$ cat config.mk
export PLATFORM = sky130hd
export DESIGN_NAME = line_cal_overload_billing_ctrl
export DESIGN_NICKNAME = d
export VERILOG_FILES = /design/src/inc/line_cal_pkg.sv /design/src/hdl/input_sync.sv /design/src/hdl/irq_bank.sv /design/src/hdl/line_cal_overload_billing_ctrl.sv
export SDC_FILE = /design/constraint.sdc
export NUM_CORES = 1
export LEC_CHECK = 0
export ABC_AREA = 1
export BUFFER_PORTS_ARGS = -buffer_cell sky130_fd_sc_hd__buf_2
export CORE_AREA = 3 3 81 83
export DETAILED_ROUTE_END_ITERATION = 12
export DIE_AREA = 0 0 84 86
export HOLD_SLACK_MARGIN = 0.12
export PLACE_DENSITY_LB_ADDON = 0.05
export SLEW_MARGIN = 15
export SYNTH_ARGS = -nofsm -noshare
export SYNTH_HDL_FRONTEND = slang
export SYNTH_HIERARCHICAL = 1
export SYNTH_SLANG_ARGS = --single-unit
$ cat constraint.sdc
create_clock -name clock -period 1.7 [get_ports clock]
set_input_delay 0.34 -clock clock [delete_from_list [all_inputs] [get_ports clock]]
set_output_delay 0.34 -clock clock [all_outputs]
set_load 0.005 [all_outputs]
$ cat src/inc/line_cal_pkg.sv
// shared constants and types for the line-side calibration, overload and billing tone control bank
package line_cal_pkg;

	localparam int ADDR_W = 8;
	localparam int DATA_W = 32;
	localparam int BE_W   = 4;
	localparam int REG_W  = 8;
	localparam int SYNC_W = 2;

	// register index as printed; byte address is four times the index
	localparam logic [5:0]        CTRL_TWO_INDEX  = 6'h11;
	localparam logic [ADDR_W-1:0] CTRL_TWO_ADDR   = {CTRL_TWO_INDEX, 2'b00};
	localparam logic [ADDR_W-1:0] IRQ_STATUS_ADDR = 8'h80;
	localparam logic [ADDR_W-1:0] IRQ_MASK_ADDR   = 8'h84;
	localparam logic [ADDR_W-1:0] LIVE_STATE_ADDR = 8'h88;

	// control register field positions
	localparam int CAL_CLEAR_BIT    = 7;
	localparam int MAN_CAL_BIT      = 6;
	localparam int AUTO_CAL_OFF_BIT = 5;
	localparam int RSVD_BIT         = 4;
	localparam int PROTECT_BIT      = 3;
	localparam int TONE_EN_BIT      = 2;
	localparam int OVERLOAD_BIT     = 1;
	localparam int TONE_SEEN_BIT    = 0;

	localparam logic [REG_W-1:0] CTRL_RESET = 8'h00;

	// interrupt status and mask layout
	localparam int IRQ_TONE_BIT  = 0;
	localparam int IRQ_CAL_BIT   = 2;
	localparam int IRQ_ROV_BIT   = 6;
	localparam logic [REG_W-1:0] IRQ_RESET = 8'h00;

	// live state layout
	localparam int LIVE_TONE_BIT = 0;
	localparam int LIVE_OVL_BIT  = 1;
	localparam int LIVE_HOLD_BIT = 2;

	// synchroniser lanes
	localparam int SYNC_TONE = 0;
	localparam int SYNC_OVL  = 1;

	localparam logic [1:0] RST_PIPE_RESET = 2'b00;

	typedef enum logic [0:0] {
		BUS_IDLE,
		BUS_ANSWER
	} bus_state_t;

	typedef struct packed {
		logic calibration_clear;
		logic manual_calibration_start;
		logic auto_calibration_disable;
		logic overload_protect_enable;
		logic billing_tone_detect_enable;
		logic rx_overload_flag;
		logic billing_tone_seen_flag;
	} ctrl_t;

	typedef struct packed {
		logic calibration_clear;
		logic manual_calibration_pulse;
		logic auto_calibration_disable;
		logic overload_protect_enable;
		logic billing_tone_detect_enable;
		logic off_hook_hold;
	} analog_ctrl_t;

endpackage

$ cat src/hdl/input_sync.sv
// three-stage synchroniser that accepts a change once the last two stages agree
`timescale 1ns/100ps
`default_nettype none
module input_sync
	import line_cal_pkg::*;
(
	// clock and reset
	input  wire logic              clock,
	input  wire logic              rst_n,
	// asynchronous inputs and their filtered copies
	input  wire logic [SYNC_W-1:0] raw,
	output logic      [SYNC_W-1:0] level
);

	logic [SYNC_W-1:0] stage1;
	logic [SYNC_W-1:0] stage2;
	logic [SYNC_W-1:0] stage3;
	logic [SYNC_W-1:0] next_level;

	// stage1 feeds stage2 only; the agreement test looks at stages two and three
	always_comb
	begin
		next_level = (stage2 & ~(stage2 ^ stage3)) | (level & (stage2 ^ stage3));
	end

	always_ff @(posedge clock or negedge rst_n)
	begin
		if (!rst_n)
		begin
			stage1 <= '0;
			stage2 <= '0;
			stage3 <= '0;
			level  <= '0;
		end
		else
		begin
			stage1 <= raw;
			stage2 <= stage1;
			stage3 <= stage2;
			level  <= next_level;
		end
	end

endmodule
`default_nettype wire

$ cat src/hdl/irq_bank.sv
// sticky interrupt status with write-one-to-clear, mask register and one level output
`timescale 1ns/100ps
`default_nettype none
module irq_bank
	import line_cal_pkg::*;
(
	// clock and reset
	input  wire logic             clock,
	input  wire logic             rst_n,
	// event sources and clears
	input  wire logic [REG_W-1:0] event_set,
	input  wire logic [REG_W-1:0] event_clear,
	// mask write port
	input  wire logic             mask_write,
	input  wire logic [REG_W-1:0] mask_data,
	// state and interrupt
	output logic      [REG_W-1:0] status,
	output logic      [REG_W-1:0] mask,
	output logic                  irq
);

	logic [REG_W-1:0] next_status;
	logic [REG_W-1:0] next_mask;

	genvar i;
	generate
		for (i = 0; i < REG_W; i++)
		begin : g_bit
			// a set arriving with its clear wins so no event is lost
			always_comb
			begin
				next_status[i] = event_set[i] | (status[i] & ~event_clear[i]);
			end
		end
	endgenerate

	always_comb
	begin
		next_mask = mask_write ? mask_data : mask;
	end

	always_ff @(posedge clock or negedge rst_n)
	begin
		if (!rst_n)
		begin
			status <= IRQ_RESET;
			mask   <= IRQ_RESET;
		end
		else
		begin
			status <= next_status;
			mask   <= next_mask;
		end
	end

	assign irq = |(status & mask);

endmodule
`default_nettype wire

$ cat src/hdl/line_cal_overload_billing_ctrl.sv
// calibration, overload protect and billing tone control register with its Avalon-MM slave
`timescale 1ns/100ps
`default_nettype none

// Behaviour
// - control register resets to all zeros.
// - calibration-clear bit set makes the device discard stored calibration data.
// - writing one to manual-calibration bit starts a manual calibration.
// - auto-calibration disable bit suppresses automatic calibration while one.
// - bit four is reserved, its read value must not be relied on.
// - billing-tone enable makes the device watch the line for billing tones.
// - with detection enabled, off-hook is held through a detected billing tone.
// - billing-tone seen flag stays clear while detection is disabled.
// - billing tone sets the seen flag, which stays set until cleared.
// - writing zero to billing-tone enable clears the seen flag.
// - excessive receive level sets the receive overload flag.
// - writing zero to receive overload clears it and its interrupt flag.
module line_cal_overload_billing_ctrl
	import line_cal_pkg::*;
(
	// clock and reset
	input  wire logic              clock,
	input  wire logic              arst_n,
	// Avalon-MM slave
	input  wire logic [ADDR_W-1:0] address,
	input  wire logic              read,
	input  wire logic              write,
	input  wire logic [DATA_W-1:0] writedata,
	input  wire logic [BE_W-1:0]   byteenable,
	output logic      [DATA_W-1:0] readdata,
	output logic                   waitrequest,
	// detector levels from the analog side, asynchronous
	input  wire logic              billing_tone_present,
	input  wire logic              rx_overload_level,
	// same-clock inputs
	input  wire logic              off_hook_request,
	input  wire logic              calibration_done,
	// controls toward calibration, protection and hook logic
	output analog_ctrl_t           analog_ctrl,
	// interrupt
	output logic                   irq
);

	// word decode used by every register
	function automatic logic addr_hit(input logic [ADDR_W-1:0] a, input logic [ADDR_W-1:0] reg_addr);
		addr_hit = (a == reg_addr);
	endfunction

	// reset release
	logic [1:0] rst_pipe;
	logic [1:0] next_rst_pipe;
	logic       rst_n;

	always_comb
	begin
		next_rst_pipe = {rst_pipe[0], 1'b1};
	end

	always_ff @(posedge clock or negedge arst_n)
	begin
		if (!arst_n)
		begin
			rst_pipe <= RST_PIPE_RESET;
		end
		else
		begin
			rst_pipe <= next_rst_pipe;
		end
	end

	assign rst_n = rst_pipe[1];

	// synchronised detector levels
	logic [SYNC_W-1:0] raw_levels;
	logic [SYNC_W-1:0] sync_levels;
	logic              tone_level;
	logic              overload_level;

	assign raw_levels[SYNC_TONE] = billing_tone_present;
	assign raw_levels[SYNC_OVL]  = rx_overload_level;

	input_sync u_sync (
		.clock (clock),
		.rst_n (rst_n),
		.raw   (raw_levels),
		.level (sync_levels)
	);

	assign tone_level     = sync_levels[SYNC_TONE];
	assign overload_level = sync_levels[SYNC_OVL];

	// bus handshake: one wait cycle, then the answer
	bus_state_t        bus_state;
	bus_state_t        next_bus_state;
	logic [DATA_W-1:0] next_readdata;
	logic              request;
	logic              accept;
	logic              write_lane0;
	logic              ctrl_write;
	logic              status_write;
	logic              mask_write;

	logic [REG_W-1:0]  ctrl_word;
	logic [REG_W-1:0]  irq_status;
	logic [REG_W-1:0]  irq_mask;
	logic [REG_W-1:0]  live_word;

	ctrl_t             ctrl;
	ctrl_t             next_ctrl;

	assign request     = read | write;
	assign accept      = request & (bus_state == BUS_ANSWER);
	assign waitrequest = request & (bus_state != BUS_ANSWER);

	// writes take effect only at the edge where waitrequest is seen low
	assign write_lane0  = write & accept & byteenable[0];
	assign ctrl_write   = write_lane0 & addr_hit(address, CTRL_TWO_ADDR);
	assign status_write = write_lane0 & addr_hit(address, IRQ_STATUS_ADDR);
	assign mask_write   = write_lane0 & addr_hit(address, IRQ_MASK_ADDR);

	always_comb
	begin
		next_bus_state = bus_state;
		case (bus_state)
			BUS_IDLE:
			begin
				if (request)
				begin
					next_bus_state = BUS_ANSWER;
				end
			end
			BUS_ANSWER:
			begin
				next_bus_state = BUS_IDLE;
			end
			default:
			begin
				next_bus_state = BUS_IDLE;
			end
		endcase
	end

	// the reserved bit reads zero here; software must not count on that
	always_comb
	begin
		ctrl_word           = '0;
		ctrl_word[CAL_CLEAR_BIT]    = ctrl.calibration_clear;
		ctrl_word[MAN_CAL_BIT]      = ctrl.manual_calibration_start;
		ctrl_word[AUTO_CAL_OFF_BIT] = ctrl.auto_calibration_disable;
		ctrl_word[RSVD_BIT]         = 1'b0;
		ctrl_word[PROTECT_BIT]      = ctrl.overload_protect_enable;
		ctrl_word[TONE_EN_BIT]      = ctrl.billing_tone_detect_enable;
		ctrl_word[OVERLOAD_BIT]     = ctrl.rx_overload_flag;
		ctrl_word[TONE_SEEN_BIT]    = ctrl.billing_tone_seen_flag;
	end

	always_comb
	begin
		live_word                = '0;
		live_word[LIVE_TONE_BIT] = tone_level;
		live_word[LIVE_OVL_BIT]  = overload_level;
		live_word[LIVE_HOLD_BIT] = analog_ctrl.off_hook_hold;
	end

	// read data is captured in the wait cycle and stands through the answer cycle
	always_comb
	begin
		next_readdata = readdata;
		if (read && bus_state == BUS_IDLE)
		begin
			next_readdata = '0;
			if (addr_hit(address, CTRL_TWO_ADDR))
			begin
				next_readdata[REG_W-1:0] = ctrl_word;
			end
			else if (addr_hit(address, IRQ_STATUS_ADDR))
			begin
				next_readdata[REG_W-1:0] = irq_status;
			end
			else if (addr_hit(address, IRQ_MASK_ADDR))
			begin
				next_readdata[REG_W-1:0] = irq_mask;
			end
			else if (addr_hit(address, LIVE_STATE_ADDR))
			begin
				next_readdata[REG_W-1:0] = live_word;
			end
		end
	end

	always_ff @(posedge clock or negedge rst_n)
	begin
		if (!rst_n)
		begin
			bus_state <= BUS_IDLE;
			readdata  <= '0;
		end
		else
		begin
			bus_state <= next_bus_state;
			readdata  <= next_readdata;
		end
	end

	// control register and its hardware-set flags
	logic         tone_flag_rise;
	analog_ctrl_t next_analog_ctrl;

	always_comb
	begin
		next_ctrl = ctrl;
		if (ctrl_write)
		begin
			next_ctrl.calibration_clear          = writedata[CAL_CLEAR_BIT];
			next_ctrl.manual_calibration_start   = writedata[MAN_CAL_BIT];
			next_ctrl.auto_calibration_disable   = writedata[AUTO_CAL_OFF_BIT];
			next_ctrl.overload_protect_enable    = writedata[PROTECT_BIT];
			next_ctrl.billing_tone_detect_enable = writedata[TONE_EN_BIT];
			// only a zero clears; a one written here changes nothing
			if (!writedata[OVERLOAD_BIT])
			begin
				next_ctrl.rx_overload_flag = 1'b0;
			end
		end
		// a live overload wins over a clear in the same cycle
		if (overload_level)
		begin
			next_ctrl.rx_overload_flag = 1'b1;
		end
		// host writes never reach the seen flag; disabling detection clears it
		if (!next_ctrl.billing_tone_detect_enable)
		begin
			next_ctrl.billing_tone_seen_flag = 1'b0;
		end
		else if (tone_level)
		begin
			next_ctrl.billing_tone_seen_flag = 1'b1;
		end
	end

	assign tone_flag_rise = next_ctrl.billing_tone_seen_flag & ~ctrl.billing_tone_seen_flag;

	// outputs toward the analog side
	always_comb
	begin
		next_analog_ctrl.calibration_clear          = next_ctrl.calibration_clear;
		next_analog_ctrl.manual_calibration_pulse   = ctrl_write & writedata[MAN_CAL_BIT];
		next_analog_ctrl.auto_calibration_disable   = next_ctrl.auto_calibration_disable;
		// protection is driven as written; clearing it before off-hook is the host's job
		next_analog_ctrl.overload_protect_enable    = next_ctrl.overload_protect_enable;
		next_analog_ctrl.billing_tone_detect_enable = next_ctrl.billing_tone_detect_enable;
		// a tone on the line would otherwise look like a loop drop, so hold the line
		next_analog_ctrl.off_hook_hold = off_hook_request
			| (ctrl.billing_tone_detect_enable & tone_level);
	end

	always_ff @(posedge clock or negedge rst_n)
	begin
		if (!rst_n)
		begin
			ctrl        <= ctrl_t'(CTRL_RESET[6:0]);
			analog_ctrl <= '0;
		end
		else
		begin
			ctrl        <= next_ctrl;
			analog_ctrl <= next_analog_ctrl;
		end
	end

	// interrupt events and clears
	logic [REG_W-1:0] irq_events;
	logic [REG_W-1:0] irq_clears;

	always_comb
	begin
		irq_events               = '0;
		irq_events[IRQ_TONE_BIT] = tone_flag_rise;
		irq_events[IRQ_CAL_BIT]  = calibration_done;
		irq_events[IRQ_ROV_BIT]  = overload_level;
	end

	always_comb
	begin
		irq_clears = status_write ? writedata[REG_W-1:0] : '0;
		if (ctrl_write && !writedata[OVERLOAD_BIT])
		begin
			irq_clears[IRQ_ROV_BIT] = 1'b1;
		end
	end

	irq_bank u_irq (
		.clock       (clock),
		.rst_n       (rst_n),
		.event_set   (irq_events),
		.event_clear (irq_clears),
		.mask_write  (mask_write),
		.mask_data   (writedata[REG_W-1:0]),
		.status      (irq_status),
		.mask        (irq_mask),
		.irq         (irq)
	);

endmodule
`default_nettype wire

## Word level (Yosys, flattened, before mapping)

Index checks and enable logic that the tools add are counted.

| cells by class | value |
|---|---|
| bitwise logic cells | 39 |
| reduce and logical (&&, ||, !) cells | 6 |
| muxes and demuxes | 13 |
| equal/unequal tests | 5 |

Operator list:

| operator | number |
|---|---|
| $mux W8 | 4 |
| $eq A8 B8 Y1 const B | 3 |
| $and A1 B1 Y1 | 18 |
| $not A1 Y1 | 10 |
| $and A8 B8 Y8 | 1 |
| $eq A8 B7 Y1 const B | 1 |
| $reduce_or A8 Y1 | 1 |
| $mux W1 | 6 |
| $or A1 B1 Y1 | 5 |
| $and A2 B2 Y2 | 2 |
| $mux W3 | 1 |
| $logic_and A1 B1 Y1 | 2 |
| $mux W2 | 1 |
| $ne A2 B1 Y1 const B | 1 |
| $not A2 Y2 | 1 |
| $or A2 B2 Y2 | 1 |
| $pmux W1 S2 | 1 |
| $reduce_and A2 Y1 | 1 |
| $reduce_bool A2 Y1 | 1 |
| $xor A2 B2 Y2 | 1 |
| $logic_not A1 Y1 | 1 |

| word-level totals | value |
|---|---|
| flip-flop bits (word level) | 44 |
| word-level logic and storage cells | 81 |

## Logic depth before layout (Yosys ltp)

Gate-level depths: netlist of the first run.

| depth | value |
|---|---|
| depth in word-level cells | 10 |
| depth in mapped cells | 9 |
| mapped depth without buffers | 8 |

## Hierarchy

The synthesis of the first run kept the hierarchy.

By module, submodules not included:

| module | instances | area each (um^2) | seq. area each (um^2) | cells each |
|---|---|---|---|---|
| line_cal_overload_billing_ctrl | 1 | 1,432.6 | 500.5 | 192 |
| irq_bank | 1 | 658.1 | 400.4 | 72 |
| input_sync | 1 | 232.7 | 200.2 | 16 |

## Least setup slack after synthesis of the first run

OpenSTA, ideal clock, no wires.

| timing path | value |
|---|---|
| path kind | input -> register |
| start | in address[6] |
| end | reg u_irq.mask[0] |
| cell stages on the path | 8 |
| path buffers | 2 |
| required time | 1.574 ns |
| setup slack | 0.278 ns |
| setup time | 0.126 ns |
| data arrival time | 1.296 ns |
| path through | inv_1 > nand2_2 > nor2_8 > buf_6 > nand2_1 > nor2_1 > buf_6 > o21ai_0 |

| between the ends | value |
|---|---|
| longest elaborated chain between the ends | 2 |

Ends and longest elaborated chain:

| what | RTL line | text |
|---|---|---|
| start, declared | line_cal_overload_billing_ctrl.sv:25 | `input wire logic [ADDR_W-1:0] address,` |
| $eq A8 B8 Y1 | line_cal_overload_billing_ctrl.sv:46 | `addr_hit = (a == reg_addr);` |
| $and A1 B1 Y1 | line_cal_overload_billing_ctrl.sv:119 | `assign mask_write = write_lane0 & addr_hit(address, IRQ_MASK_ADDR);` |
| named net mask_write | line_cal_overload_billing_ctrl.sv:101 | `logic mask_write;` |
| end signal, assigned | irq_bank.sv:52 | `mask <= next_mask;` |
| end, declared | irq_bank.sv:18 | `output logic [REG_W-1:0] mask,` |

The timed path passes the listed nets, and every way through them passes these cells.
A chain may end at the register's enable or synchronous reset.

## Final worst setup path of the first run

| timing path | value |
|---|---|
| start | reg u_irq.mask[4] |
| end | out irq |

| between the ends | value |
|---|---|
| longest elaborated chain between the ends | 2 |

Ends and longest elaborated chain:

| what | RTL line | text |
|---|---|---|
| $and A8 B8 Y8 | irq_bank.sv:56 | `assign irq = \|(status & mask);` |
| $reduce_or A8 Y1 | irq_bank.sv:56 |  |
| end, declared | line_cal_overload_billing_ctrl.sv:41 | `output logic irq` |

No other way between the ends.

==> out/results.txt, run 1 <==
The logs give 0.00232 mm² for the post-synth design cell area and 902 µm² for the multi-input combinational cell area. Average vias per placed instance: 4.37. The run gives 1.15 ns as the endpoint arrival time on the critical path.

The peak clock frequency supported by timing is 0.672 GHz. The flow ran to the end, and the final reports show no timing, DRC or antenna violations. The largest single stage delay on the critical path is 0.41 ns.

Of the cells placed in the final design, the portion with a size suffix greater than 1 is 23.7%. STA classifies the critical path endpoint as an output pin. Of the synthesized area, sequential elements account for 47.4%. The max-capacitance violation count is 0, and the number of top-level pins is 92. In the final layout, flip-flops and latches occupy 0.00110 mm². The worst-case IR drop observed on VDD is 469 µV.

The signal on the critical path passes through nand2_1 -> nand2_1 -> nor2_1 -> nand2_1 -> buf_2. Final hold violation count: 0. TritonCTS built the clock tree.

Counting flops with a built-in enable in the synthesized netlist gives 0. The largest net degree at the start of global routing came out at 23. For the final routed database, the setup TNS stands at 0 ns. After layout, the minimum clock period comes to 1.49 ns.

Most frequent cell on the critical path: sky130_fd_sc_hd__nand2_1. From bottom edge to top edge, the die measures 86 µm. For this block, the initial DRC count from the detailed router was 62.

Dividing the final minimum period by the clock period gives 87.5%. The layout has 654 filler cells. The count of antenna-violating nets left after detailed routing is 0, and the ratio of total power to cell area is 761 mW/mm². For this run, the detailed router's first-pass iteration total came to 4. Class of the worst hold path: input pin to register. For the wire length of the first global-routing pass, the log shows 8.03 mm. Setup violations remaining at the end of the flow were counted as 0. The placed instance area was 0.00255 mm²; the number of buffer and inverter instances along the worst setup path was 1. Once the clock tree was built, the setup fixing pass inserted 0 buffers. Number of sinks handled by clock tree synthesis: 44.

For the final design instance area without fill, the log shows 0.00265 mm². The tools report the total CTS buffers as 5. Clock-pin slew was measured on the worst setup and hold paths at 0.08 ns. The count of synthesis-stage warnings from yosys was 6. The H-tree was split into 2 levels. Clock latency on the worst-skew pair, taken at its later pin, is 0.30 ns. The register bit count reported by yosys is 44, and the layout overhead on the synthesized area is 14.1%.

Summed over all instances, the cell type with the most area after synthesis is sky130_fd_sc_hd__dfrtp_1. Across all layers, the routed design uses 1784 vias. The number of port buffers came out at 40. Yosys attributes the largest share of cell area to sky130_fd_sc_hd__dfrtp_1 47%, sky130_fd_sc_hd__nand2_1 9.5%, sky130_fd_sc_hd__buf_4 9.0%. The die area is 0.00722 mm². The cell sitting at the root of the clock tree is a sky130_fd_sc_hd__clkbuf_8. The commonest cells after synthesis are 59 x sky130_fd_sc_hd__nand2_1, 44 x sky130_fd_sc_hd__dfrtp_1, 40 x sky130_fd_sc_hd__inv_1, 28 x sky130_fd_sc_hd__buf_4, 27 x sky130_fd_sc_hd__nand3_1. At the end of routability-driven placement, the weighted congestion stood at 0.750. Counting along the longest clock path gives a buffer depth of 2. sky130_fd_sc_hd__nand2_1 is the most common cell in the netlist. Among all flip-flop cells after synthesis, the most frequent one is sky130_fd_sc_hd__dfrtp_1. The die outline width came out at 84 µm. The max-slew violation total from the final report came out at 0.

Setup repair after global routing left no endpoint under its margin. The floorplan has 28 rows. Once detailed placement completed, the half-perimeter wirelength came to 3.57 mm.

The number of antenna violations at the first check in global routing came out at 0. Global routing finished with a remaining overflow of 0. The area of the placeable core was 0.00592 mm².

The final layout contains routed wiring with a total length of 4.68 mm. The number of global-route vias before repair is 1634. The initial core utilization was 39.2%; the total routing resource utilization after global routing was 14.2%. Between clock sinks in the finished design, the worst skew comes to 0.00243 ns. Among all stages on the critical path, the largest delay is contributed by sky130_fd_sc_hd__dfrtp_1. The worst setup path is launched from a register.

The kind of critical path is register to output pin. Critical path required time: 1.36 ns. The tools report the number of unique standard cell types used by synthesis as 26. For this run, asynchronously set or reset flops after synthesis account for 100%. The routed wirelength normalized by instance count was 11.5 µm. The synthesized area divided by synthesized cell count is 8.30 µm².

The diode insertion count for antenna repair was 0; the area share of the largest cell type after synthesis was 47.4%. Synthesis produced a netlist whose cell count is 280. Along the worst path, the maximum fanout reaches 3. After detailed routing, the number of remaining DRC violations is 0.

In this design, the largest share of critical-path delay is due to flip-flops. The final-stage net count is 384, and the leakage power figure is 1.56 nW.
==> layout by cell type (no fill, tap or decap), types with 4 or more instances in the layout <==
cell	n
sky130_fd_sc_hd__buf_4	7
sky130_fd_sc_hd__inv_1	40
sky130_fd_sc_hd__nand2_2	6
sky130_fd_sc_hd__clkbuf_8	6
sky130_fd_sc_hd__o21bai_1	9
sky130_fd_sc_hd__nand3_1	27
sky130_fd_sc_hd__nand2_1	59
sky130_fd_sc_hd__conb_1	30
sky130_fd_sc_hd__buf_2	40
sky130_fd_sc_hd__dfrtp_1	43
sky130_fd_sc_hd__o21ai_1	4
sky130_fd_sc_hd__o21ai_0	8
sky130_fd_sc_hd__nor2_1	23
sky130_fd_sc_hd__inv_2	7
==> stage by stage <==
step                hold slack (ns)  worst slack (ns)  power, mW  utilization [%]  std cells
floorplan                    0.0444             0.278       1.30                -        308
global placement              0.127             0.269       1.35             43.0        399
detailed placement            0.126             0.275       1.35             43.0        399
CTS                           0.134             0.212       2.05             44.8        408
global route                  0.122             0.131       2.13             44.8        408
finish                        0.142             0.213       2.02             44.8        408
==> state kept, by name, indices dropped and copies added (netlist names), named ones only <==
| register | count |
|---|---|
| analog_ctrl | 2 |
| bus_state | 1 |
| u_irq/status | 8 |
| u_sync/stage3 | 2 |
| u_sync/stage2 | 2 |
| u_sync/stage1 | 2 |
| rst_pipe | 2 |
| ctrl | 7 |
| readdata | 8 |
| u_irq/mask | 8 |
==> cell type report <==
cell class                 count  area share [%]
clock buffer                   6            3.12
multi-input combinational    185            34.0
inverter                      47            6.66
timing repair buffer          49            10.7
sequential                    44            41.6
tap                           75            3.54
clock inverter                 2           0.378
==> worst paths after layout <==
| kind | start | endpoint | slack, ns | depth (start not counted) |
|---|---|---|---|---|
| max | u_irq/mask[4] | irq | 0.21 | 5 |
| min | billing_tone_present | u_sync/stage1[0] | 0.14 | 1 |
| max reg2reg | bus_state | u_irq/status[0] | 0.41 | 6 |
| min reg2reg | rst_pipe[1] | u_sync/stage2[1] | 0.23 | 0 |
| max in group asynchronous | rst_pipe[1] | readdata[7] | 1.00 | 1 |
| min in group asynchronous | rst_pipe[1] | u_sync/stage2[1] | 0.23 | 0 |
==> report_power, final <==
part           switching [mW]  internal [mW]  total (mW)
combinational           0.123         0.0847       0.207
clock                   0.359          0.325       0.684
sequential             0.0367           1.09        1.12
total                   0.519           1.50        2.02
==> cell families (layout without fill, tap and decap cells) <==
group | count (synthesis) | after routing | share of synthesized area (%)
simple gates | 126 | 126 | 26.3
compound gates | 29 | 29 | 7.70
flops | 44 | 44 | 47.4
buf+inv | 79 | 104 | 18.3
other cells | 2 | 30 | 0.323
==> per-layer routing <==
metal	global-route usage [%]	vias to the layer above	part of all wire, %
met2	21.6	69	43
met5	0	-	0
met3	4.03	6	7.9
li1	-	907	-
met4	4.39	0	1.3
met1	19.7	802	48
==> timing repair <==
item                                   CTS  global route
endpoints found under the hold margin    2             0
resized for setup                        0             0
hold buffers                             1             0
Power figures use the tool's default switching activity.
==> inputs of run 2 (changes only) <==
- REMOVE_ABC_BUFFERS: default -> 1
==> out/results.txt, run 2 (synthesis results as in run 1) <==
The initial core utilization came out at 39.2% (unchanged). The clock latency of the later-clocked register in the worst-skew pair is 0.30 ns (about the same). The largest net degree at the start of global routing is 28 (+22%). By startpoint and endpoint, the worst setup path is classified as register to output pin. The highest cell delay on the worst timing path is 0.42 ns (about the same).

Total net switching power: 512 µW (-1.2%). For the setup slack after layout, the log shows 0.221 ns (+0.00803 ns). The tools report the met2 layer usage reported by global route as 21.7% (+0.072 points). For the total setup buffers inserted after CTS, the log shows 0 (unchanged). The logs give 0 (unchanged) for the count of antenna-violating nets left after detailed routing and 2 (unchanged) for the maximum buffer depth of the clock tree.

The critical path required time is 1.36 ns (about the same). The peak clock frequency supported by timing came out at 0.676 GHz (+0.54%). The number of port buffers is 40 (unchanged). For the vias after detailed routing, the log shows 1753 (-1.7%).

TritonCTS built the clock tree. The share of the clock period used by the worst path after layout works out to 87.0% (-0.47 points). The routability congestion estimate from global placement was 0.688 (-8.2%).

The design internal power was 1.50 mW (+0.18%); the switching power share of the total was 25.5% (-0.27 points). The depth of the worst register-to-register path came out at 6 (unchanged). The root buffer cell chosen for the clock tree is sky130_fd_sc_hd__clkbuf_8. The routed wirelength normalized by instance count came out at 11.3 µm (-1.4%). The total CTS buffers was 5 (unchanged); the diode insertion count for antenna repair was 0 (unchanged). For the max-capacitance violation count, the log shows 0 (unchanged). The worst-path cell with the longest stage delay is sky130_fd_sc_hd__dfrtp_1.

Layout overhead on the synthesized area: 14.7%. Most frequent cell on the critical path: sky130_fd_sc_hd__nand2_1. The tools report the final-stage net count as 386 (+0.52%). The worst setup path is captured at an output pin.

The die outline width came out at 84 µm (unchanged). Met1 track demand over resource: 20.1% (+0.42 points). The tools report the fraction of met3 tracks used by global routing as 3.65% (-0.38 points). The logs give 3.55 mm (-0.55%) for the HPWL after detailed placement and 0 (unchanged) for the number of antenna violations at the first check in global routing.

The number of top-level pins is 92 (unchanged), and the minimum hold slack is 0.151 ns (+0.00877 ns). The number of cells on the worst hold path is 1 (unchanged), and the placement-stage worst setup slack is 0.208 ns (-0.0670 ns). The die boundary height was 86 µm (unchanged); the number of rows in the core area was 28 (unchanged).

The library cell used most frequently in the layout, excluding fill and tap cells, is sky130_fd_sc_hd__nand2_1. The leakage power figure is 1.57 nW (+0.68%), and the number of sinks handled by clock tree synthesis is 44 (unchanged). The kind of start point of the critical path is a register. The worst voltage drop across the vdd grid was 420 µV (-10%).

The time the worst path needs with I/O delays and setup came out at 1.48 ns (-0.00803 ns). The largest fanout on the critical path works out to 3 (unchanged). The signal on the critical path passes through nand2_1 -> nand2_1 -> nor2_1 -> nand2_1 -> buf_2. The total power after layout is 2.01 mW (-0.18%), and the post-route DRC violation count is 0 (unchanged). Setup repair after global routing left no endpoint under its margin.

The area of the placeable core came out at 0.00592 mm² (unchanged). For the number of filler cells placed in the layout, the log shows 602 (-8.0%). The fraction of final layout cells with drive strength greater than 1 is 24.2% (+0.46 points).

Average vias per placed instance: 4.28 (-2.2%). The setup clock skew after layout is 0.0107 ns (+0.00828 ns), and the number of DRC markers after the initial detailed-route iteration is 89 (+44%). The combinational cell fraction of total power came out at 10.5% (+0.2 points). The max-slew violation total from the final report is 0 (unchanged), and the number of setup violations in the final report is 0 (unchanged). The total global routing overflow was 0 (unchanged); the fraction of power consumed by the clock network was 33.7% (-0.2 points). The die area was 0.00722 mm² (unchanged).

The number of detailed-routing iterations run before antenna repair came out at 4 (unchanged). The tools report the endpoint arrival time on the critical path as 1.14 ns (about the same). The class of the worst hold path was input pin to register.

The ratio of total power to cell area works out to 755 mW/mm² (-0.74%). In the layout the commonest cells are 59 x sky130_fd_sc_hd__nand2_1, 43 x sky130_fd_sc_hd__dfrtp_1, 40 x sky130_fd_sc_hd__inv_1, 40 x sky130_fd_sc_hd__buf_2, 30 x sky130_fd_sc_hd__conb_1. The run finished with clean final reports. The clock transition at the registers of the reported paths came out at 0.09 ns (about the same). The final routed wirelength across all metal layers is 4.63 mm (-0.96%), and the number of global-route vias before repair is 1725 (+5.6%). The H-tree depth came out at 2 (unchanged). The sequential group share of total power came out at 55.8% (about the same). For the total routing resource utilization after global routing, the log shows 14.2% (+0.035 points). Most heavily used metal layer in global routing: met2. The final hold violation count is 0 (unchanged). The tools report the wire length of the first global-routing pass as 8.16 mm (+1.5%). The largest registers in the layout are readdata (8), u_irq/mask (8), u_irq/status (8). The tools report the total negative setup slack as 0 ns (unchanged).
==> run 2: stage by stage <==
step / std cells / cell area [µm²] / utilization [%]
after global routing: 410 / 2670 / 45.0
final: 410 / 2670 / 45.0
after CTS: 410 / 2670 / 45.0
after detailed placement: 401 / 2560 / 43.3
after floorplan: 276 / 2180 / -
after global placement: 401 / 2560 / 43.3
==> run 2: worst max-delay path, delay by kind of cell (launching register included) <==
family                 cells  cell delay (ns)
DFF                        1             0.42
and+or+nand+nor            4             0.29
buffers and inverters      1             0.13
==> run 2: power groups by stage <==
stage | Combinational (mW) | Clock [mW] | Sequential, mW
global placement | 0.213 | 0 | 1.14
global route | 0.246 | 0.766 | 1.13
floorplan | 0.109 | 0 | 1.15
detailed placement | 0.213 | 0 | 1.15
finish | 0.212 | 0.677 | 1.12
CTS | 0.216 | 0.705 | 1.12
==> run 2: layout make-up <==
cell class              count  area, µm²  area share [%]
flip-flops and latches     44       1100            41.4
multi-input cells         185        902            33.8
repair buffers             51        298            11.2
inverters                  47        176            6.62
well taps                  75       93.8            3.52
clock buffers               6       82.6            3.10
clock inverters             2       10.0           0.376
==> run 2: final timing paths <==
kind | end | from | slack (ns)
min | u_sync/stage1[1] | rx_overload_level | 0.15
min reg2reg | u_sync/stage3[1] | rst_pipe[1] | 0.18
min in group asynchronous | u_sync/stage3[1] | rst_pipe[1] | 0.18
max | irq | u_irq/status[2] | 0.22
max in group asynchronous | u_irq/status[6] | rst_pipe[1] | 1.05
max reg2reg | u_irq/mask[0] | bus_state | 0.31
==> run 2: routing by layer <==
| layer | wire length, µm | share of wire (%) |
|---|---|---|
| met5 | 0 | 0 |
| met4 | 55 | 1.2 |
| met3 | 267 | 5.8 |
| met2 | 2000 | 43 |
| met1 | 2310 | 50 |
==> run 2: timing repair <==
action	CTS	global route
hold buffers	1	0
gates resized for setup	0	0
setup endpoints to repair	0	0
hold endpoints to repair	2	0
==> inputs of run 3 (changes only) <==
- ABC_AREA: 1 -> 0
- CORE_AREA: 3 3 81 83 -> 3 3 78 80
- DIE_AREA: 0 0 84 86 -> 0 0 81 83
==> out/results.txt, run 3 <==
The die boundary height is 83 µm (-3.5%), and the time the worst path needs with I/O delays and setup is 1.57 ns (+0.0870 ns). The largest net degree at the start of global routing was 43 (+54%); the synthesized area divided by synthesized cell count was 11.6 µm² (+40%). The total routing resource utilization after global routing was 14.4% (+0.20 points).

The setup path with the least slack is of type register to output pin. The fraction of final layout cells with drive strength greater than 1 works out to 33.1% (+8.9 points). The combinational cell fraction of total power is 11.3% (+0.8 points), and the switching power share of the total is 24.4% (-1.1 points). The max-capacitance violation count came out at 0 (unchanged). The clock transition at the registers of the reported paths is 0.07 ns (-0.02 ns), and the total global routing overflow is 0 (unchanged). Top cell type by total area after synthesis: sky130_fd_sc_hd__dfrtp_1. The routed wirelength normalized by instance count was 13.9 µm (+23%). The tightest min-delay check is of the input pin to register type. The final hold violation count was 0 (unchanged); the final routed wirelength across all metal layers was 4.50 mm (-2.9%). The number of sinks handled by clock tree synthesis was 44 (unchanged); the die outline width was 81 µm (-3.6%). The type of element capturing the critical path was an output pin. The maximum buffer depth of the clock tree was 2 (unchanged); the synthesized netlist cell count was 188 (-33%). The final design instance area without fill was 0.00258 mm² (-3.1%). The placed instance area is 0.00248 mm² (-3.3%), and the async set or reset register ratio after synthesis is 100% (unchanged).

The initial core utilization came out at 39.9% (+0.65 points). For the total power after layout, the log shows 2.03 mW (+0.69%). The tree is rooted in a sky130_fd_sc_hd__clkbuf_8. For the endpoint arrival time on the critical path, the log shows 1.23 ns (+0.09 ns). The area of the placeable core was 0.00547 mm² (-7.6%); the number of filler cells placed in the layout was 538 (-11%). The run gives 0.639 GHz (-5.6%) as the peak clock frequency supported by timing. The area share of the largest cell type after synthesis is 50.4% (+3.0 points), and the slew at the pin with the worst max-slew slack is 0.574 ns. The tools report the number of setup violations in the final report as 0 (unchanged). The kind of start point of the critical path was a register. The max-slew violation total from the final report was 0 (unchanged); the register bit count reported by yosys was 44 (unchanged).

The HPWL after detailed placement was 3.45 mm (-2.8%); the total negative setup slack was 0 ns (unchanged). From synthesis to final layout, the design area changed by 18.3%. The flip-flop cell with the highest count after synthesis was sky130_fd_sc_hd__dfrtp_1.

The vias after detailed routing is 1484 (-15%). In the final layout, the registers with the most flip-flops are readdata (8), u_irq/mask (8), u_irq/status (8). The tools report the diode insertion count for antenna repair as 0 (unchanged).

The flow ran to the end, and the final reports show no timing, DRC or antenna violations. The number of flops mapped to enable cells by yosys was 0 (unchanged); the number of detailed-routing iterations run before antenna repair was 4 (unchanged). The logs give 2 (unchanged) for the H-tree depth and 7.47 mm (-8.4%) for the wire length of the first global-routing pass. Count of antenna-violating nets left after detailed routing: 0 (unchanged). The run gives 494 µW (-3.6%) as the total net switching power. Setup repair after global routing left no endpoint under its margin. By area the synthesized netlist is led by sky130_fd_sc_hd__dfrtp_1 50%, sky130_fd_sc_hd__buf_4 10%, sky130_fd_sc_hd__mux2_4 5.5%.

The critical path required time came out at 1.36 ns (about the same). TritonCTS built the clock tree. The post-route DRC violation count is 0 (unchanged), and the final-stage net count is 302 (-22%). The ratio of total power to cell area is 784 mW/mm² (+3.9%). The die area was 0.00672 mm² (-6.9%). Leaving out fill and tap cells, the most frequent cells in the layout are 44 x sky130_fd_sc_hd__dfrtp_1, 40 x sky130_fd_sc_hd__buf_2, 30 x sky130_fd_sc_hd__conb_1, 18 x sky130_fd_sc_hd__buf_4, 14 x sky130_fd_sc_hd__a21o_1.

The tools report the post-synth design cell area as 0.00218 mm² (-6.0%). The total CTS buffers is 5 (unchanged). The number of antenna violations at the first check in global routing came out at 0 (unchanged). The library cell used most frequently in the layout, excluding fill and tap cells, is sky130_fd_sc_hd__dfrtp_1. The largest fanout on the critical path was 3 (unchanged).

The tools report the number of global-route vias before repair as 1525 (-12%). Total setup buffers inserted after CTS: 0 (unchanged). The average vias per placed instance is 4.59 (+7.5%).

Yosys instantiated no cell more often than sky130_fd_sc_hd__dfrtp_1. The count of synthesis-stage warnings from yosys came out at 6 (unchanged). The tools report the sequential group share of total power as 55.6% (-0.2 points). For the setup clock skew after layout, the log shows 0.00882 ns (-0.00188 ns). The commonest cells after synthesis are 44 x sky130_fd_sc_hd__dfrtp_1, 29 x sky130_fd_sc_hd__buf_4, 14 x sky130_fd_sc_hd__a21o_1, 9 x sky130_fd_sc_hd__and2_1, 9 x sky130_fd_sc_hd__inv_1.

The number of rows in the core area is 27 (-3.6%). Share of the clock period used by the worst path after layout: 92.1% (+5.1 points). Sequential element share of the synthesized area: 50.4% (+3.0 points). The logs give 0.29 ns (about the same) for the clock latency of the later-clocked register in the worst-skew pair and 61.8% for the relative slew slack.

The minimum hold slack came out at 0.153 ns (+0.00265 ns). The number of unique standard cell types used by synthesis was 30 (+15%); the number of top-level pins was 92 (unchanged). The logs give 33.0% (-0.7 points) for the fraction of power consumed by the clock network and 0.736 (+7.0%) for the routability congestion estimate from global placement. The logs give 89 (unchanged) for the number of DRC markers after the initial detailed-route iteration and 1.29 nW (-18%) for the leakage power figure. The design internal power is 1.53 mW (+2.1%), and the worst voltage drop across the vdd grid is 374 µV (-11%). The number of port buffers is 40 (unchanged).
run 3: cell count changes after synthesis, sizes merged, moves of 8 or more:
| cell | previous run | this run |
|---|---|---|
| a21o | 1 | 14 |
| nand2 | 66 | 4 |
| and2 | 0 | 9 |
| o21ai | 12 | 3 |
| nor3 | 0 | 8 |
| nor2 | 28 | 8 |
| nand3 | 30 | 0 |
| mux2 | 0 | 12 |
| inv | 47 | 9 |
| o21bai | 9 | 0 |
run 3: timing repair:
action	4_1_cts	5_1_grt
endpoints found under the hold margin	2	0
setup endpoints to repair	0	1
hold buffers	1	0
resized for setup	0	1
run 3: through the flow:
| step | setup WS (ns) | util (%) | std cells |
|---|---|---|---|
| floorplan | -0.0323 | - | 184 |
| global placement | -0.0802 | 45.3 | 314 |
| detailed placement | -0.0998 | 45.3 | 314 |
| CTS | 0.120 | 47.1 | 323 |
| global route | 0.0226 | 47.2 | 323 |
| finish | 0.134 | 47.2 | 323 |
run 3: cell type report:
cell class | count | area (µm²) | area share, %
sequential | 44 | 1100 | 42.6
tap | 72 | 90.1 | 3.49
timing repair buffer | 59 | 345 | 13.4
inverter | 9 | 33.8 | 1.31
clock buffer | 8 | 90.1 | 3.49
multi-input combinational | 131 | 922 | 35.7
run 3: logic make-up (layout without fill, tap and decap cells):
family | after synthesis | after routing | share of synthesized area, %
flops | 44 | 44 | 50.4
mux | 16 | 16 | 9.40
other cells | 2 | 30 | 0.344
fa+ha+maj | 2 | 2 | 1.03
compound gates | 34 | 34 | 11.5
buf+inv | 41 | 76 | 12.4
simple gates | 49 | 49 | 15.0
run 3: routing by layer:
metal	vias up	track usage, %	share of wire [%]
li1	716	-	-
met1	704	19.6	45
met5	-	0	0
met2	59	22.5	47
met4	0	4.15	1.2
met3	5	3.90	7.1
run 3: final timing paths:
check	cells past startpoint	to	slack, ns	from
min reg2reg	1	u_irq/mask[1]	0.32	rst_pipe[1]
max	3	irq	0.13	u_irq/mask[0]
min	1	u_sync/stage1[0]	0.15	billing_tone_present
max in group asynchronous	1	async pin	1.02	rst_pipe[1]
min in group asynchronous	1	u_irq/mask[1]	0.32	rst_pipe[1]
max reg2reg	5	u_irq/status[0]	0.19	bus_state
run 3: power groups by stage:
| stage | sequential (mW) | combinational, mW | clock [mW] |
|---|---|---|---|
| global placement | 1.15 | 0.225 | 0 |
| floorplan | 1.16 | 0.0987 | 0 |
| CTS | 1.13 | 0.232 | 0.690 |
| global route | 1.13 | 0.263 | 0.737 |
| detailed placement | 1.15 | 0.230 | 0 |
| finish | 1.13 | 0.230 | 0.669 |
run 3: critical path, cell delays in order, from the launching register on:
cell	delay (ns)
sky130_fd_sc_hd__dfrtp_1	0.41
sky130_fd_sc_hd__a22oi_1	0.23
sky130_fd_sc_hd__nand4_1	0.14
sky130_fd_sc_hd__buf_2	0.15
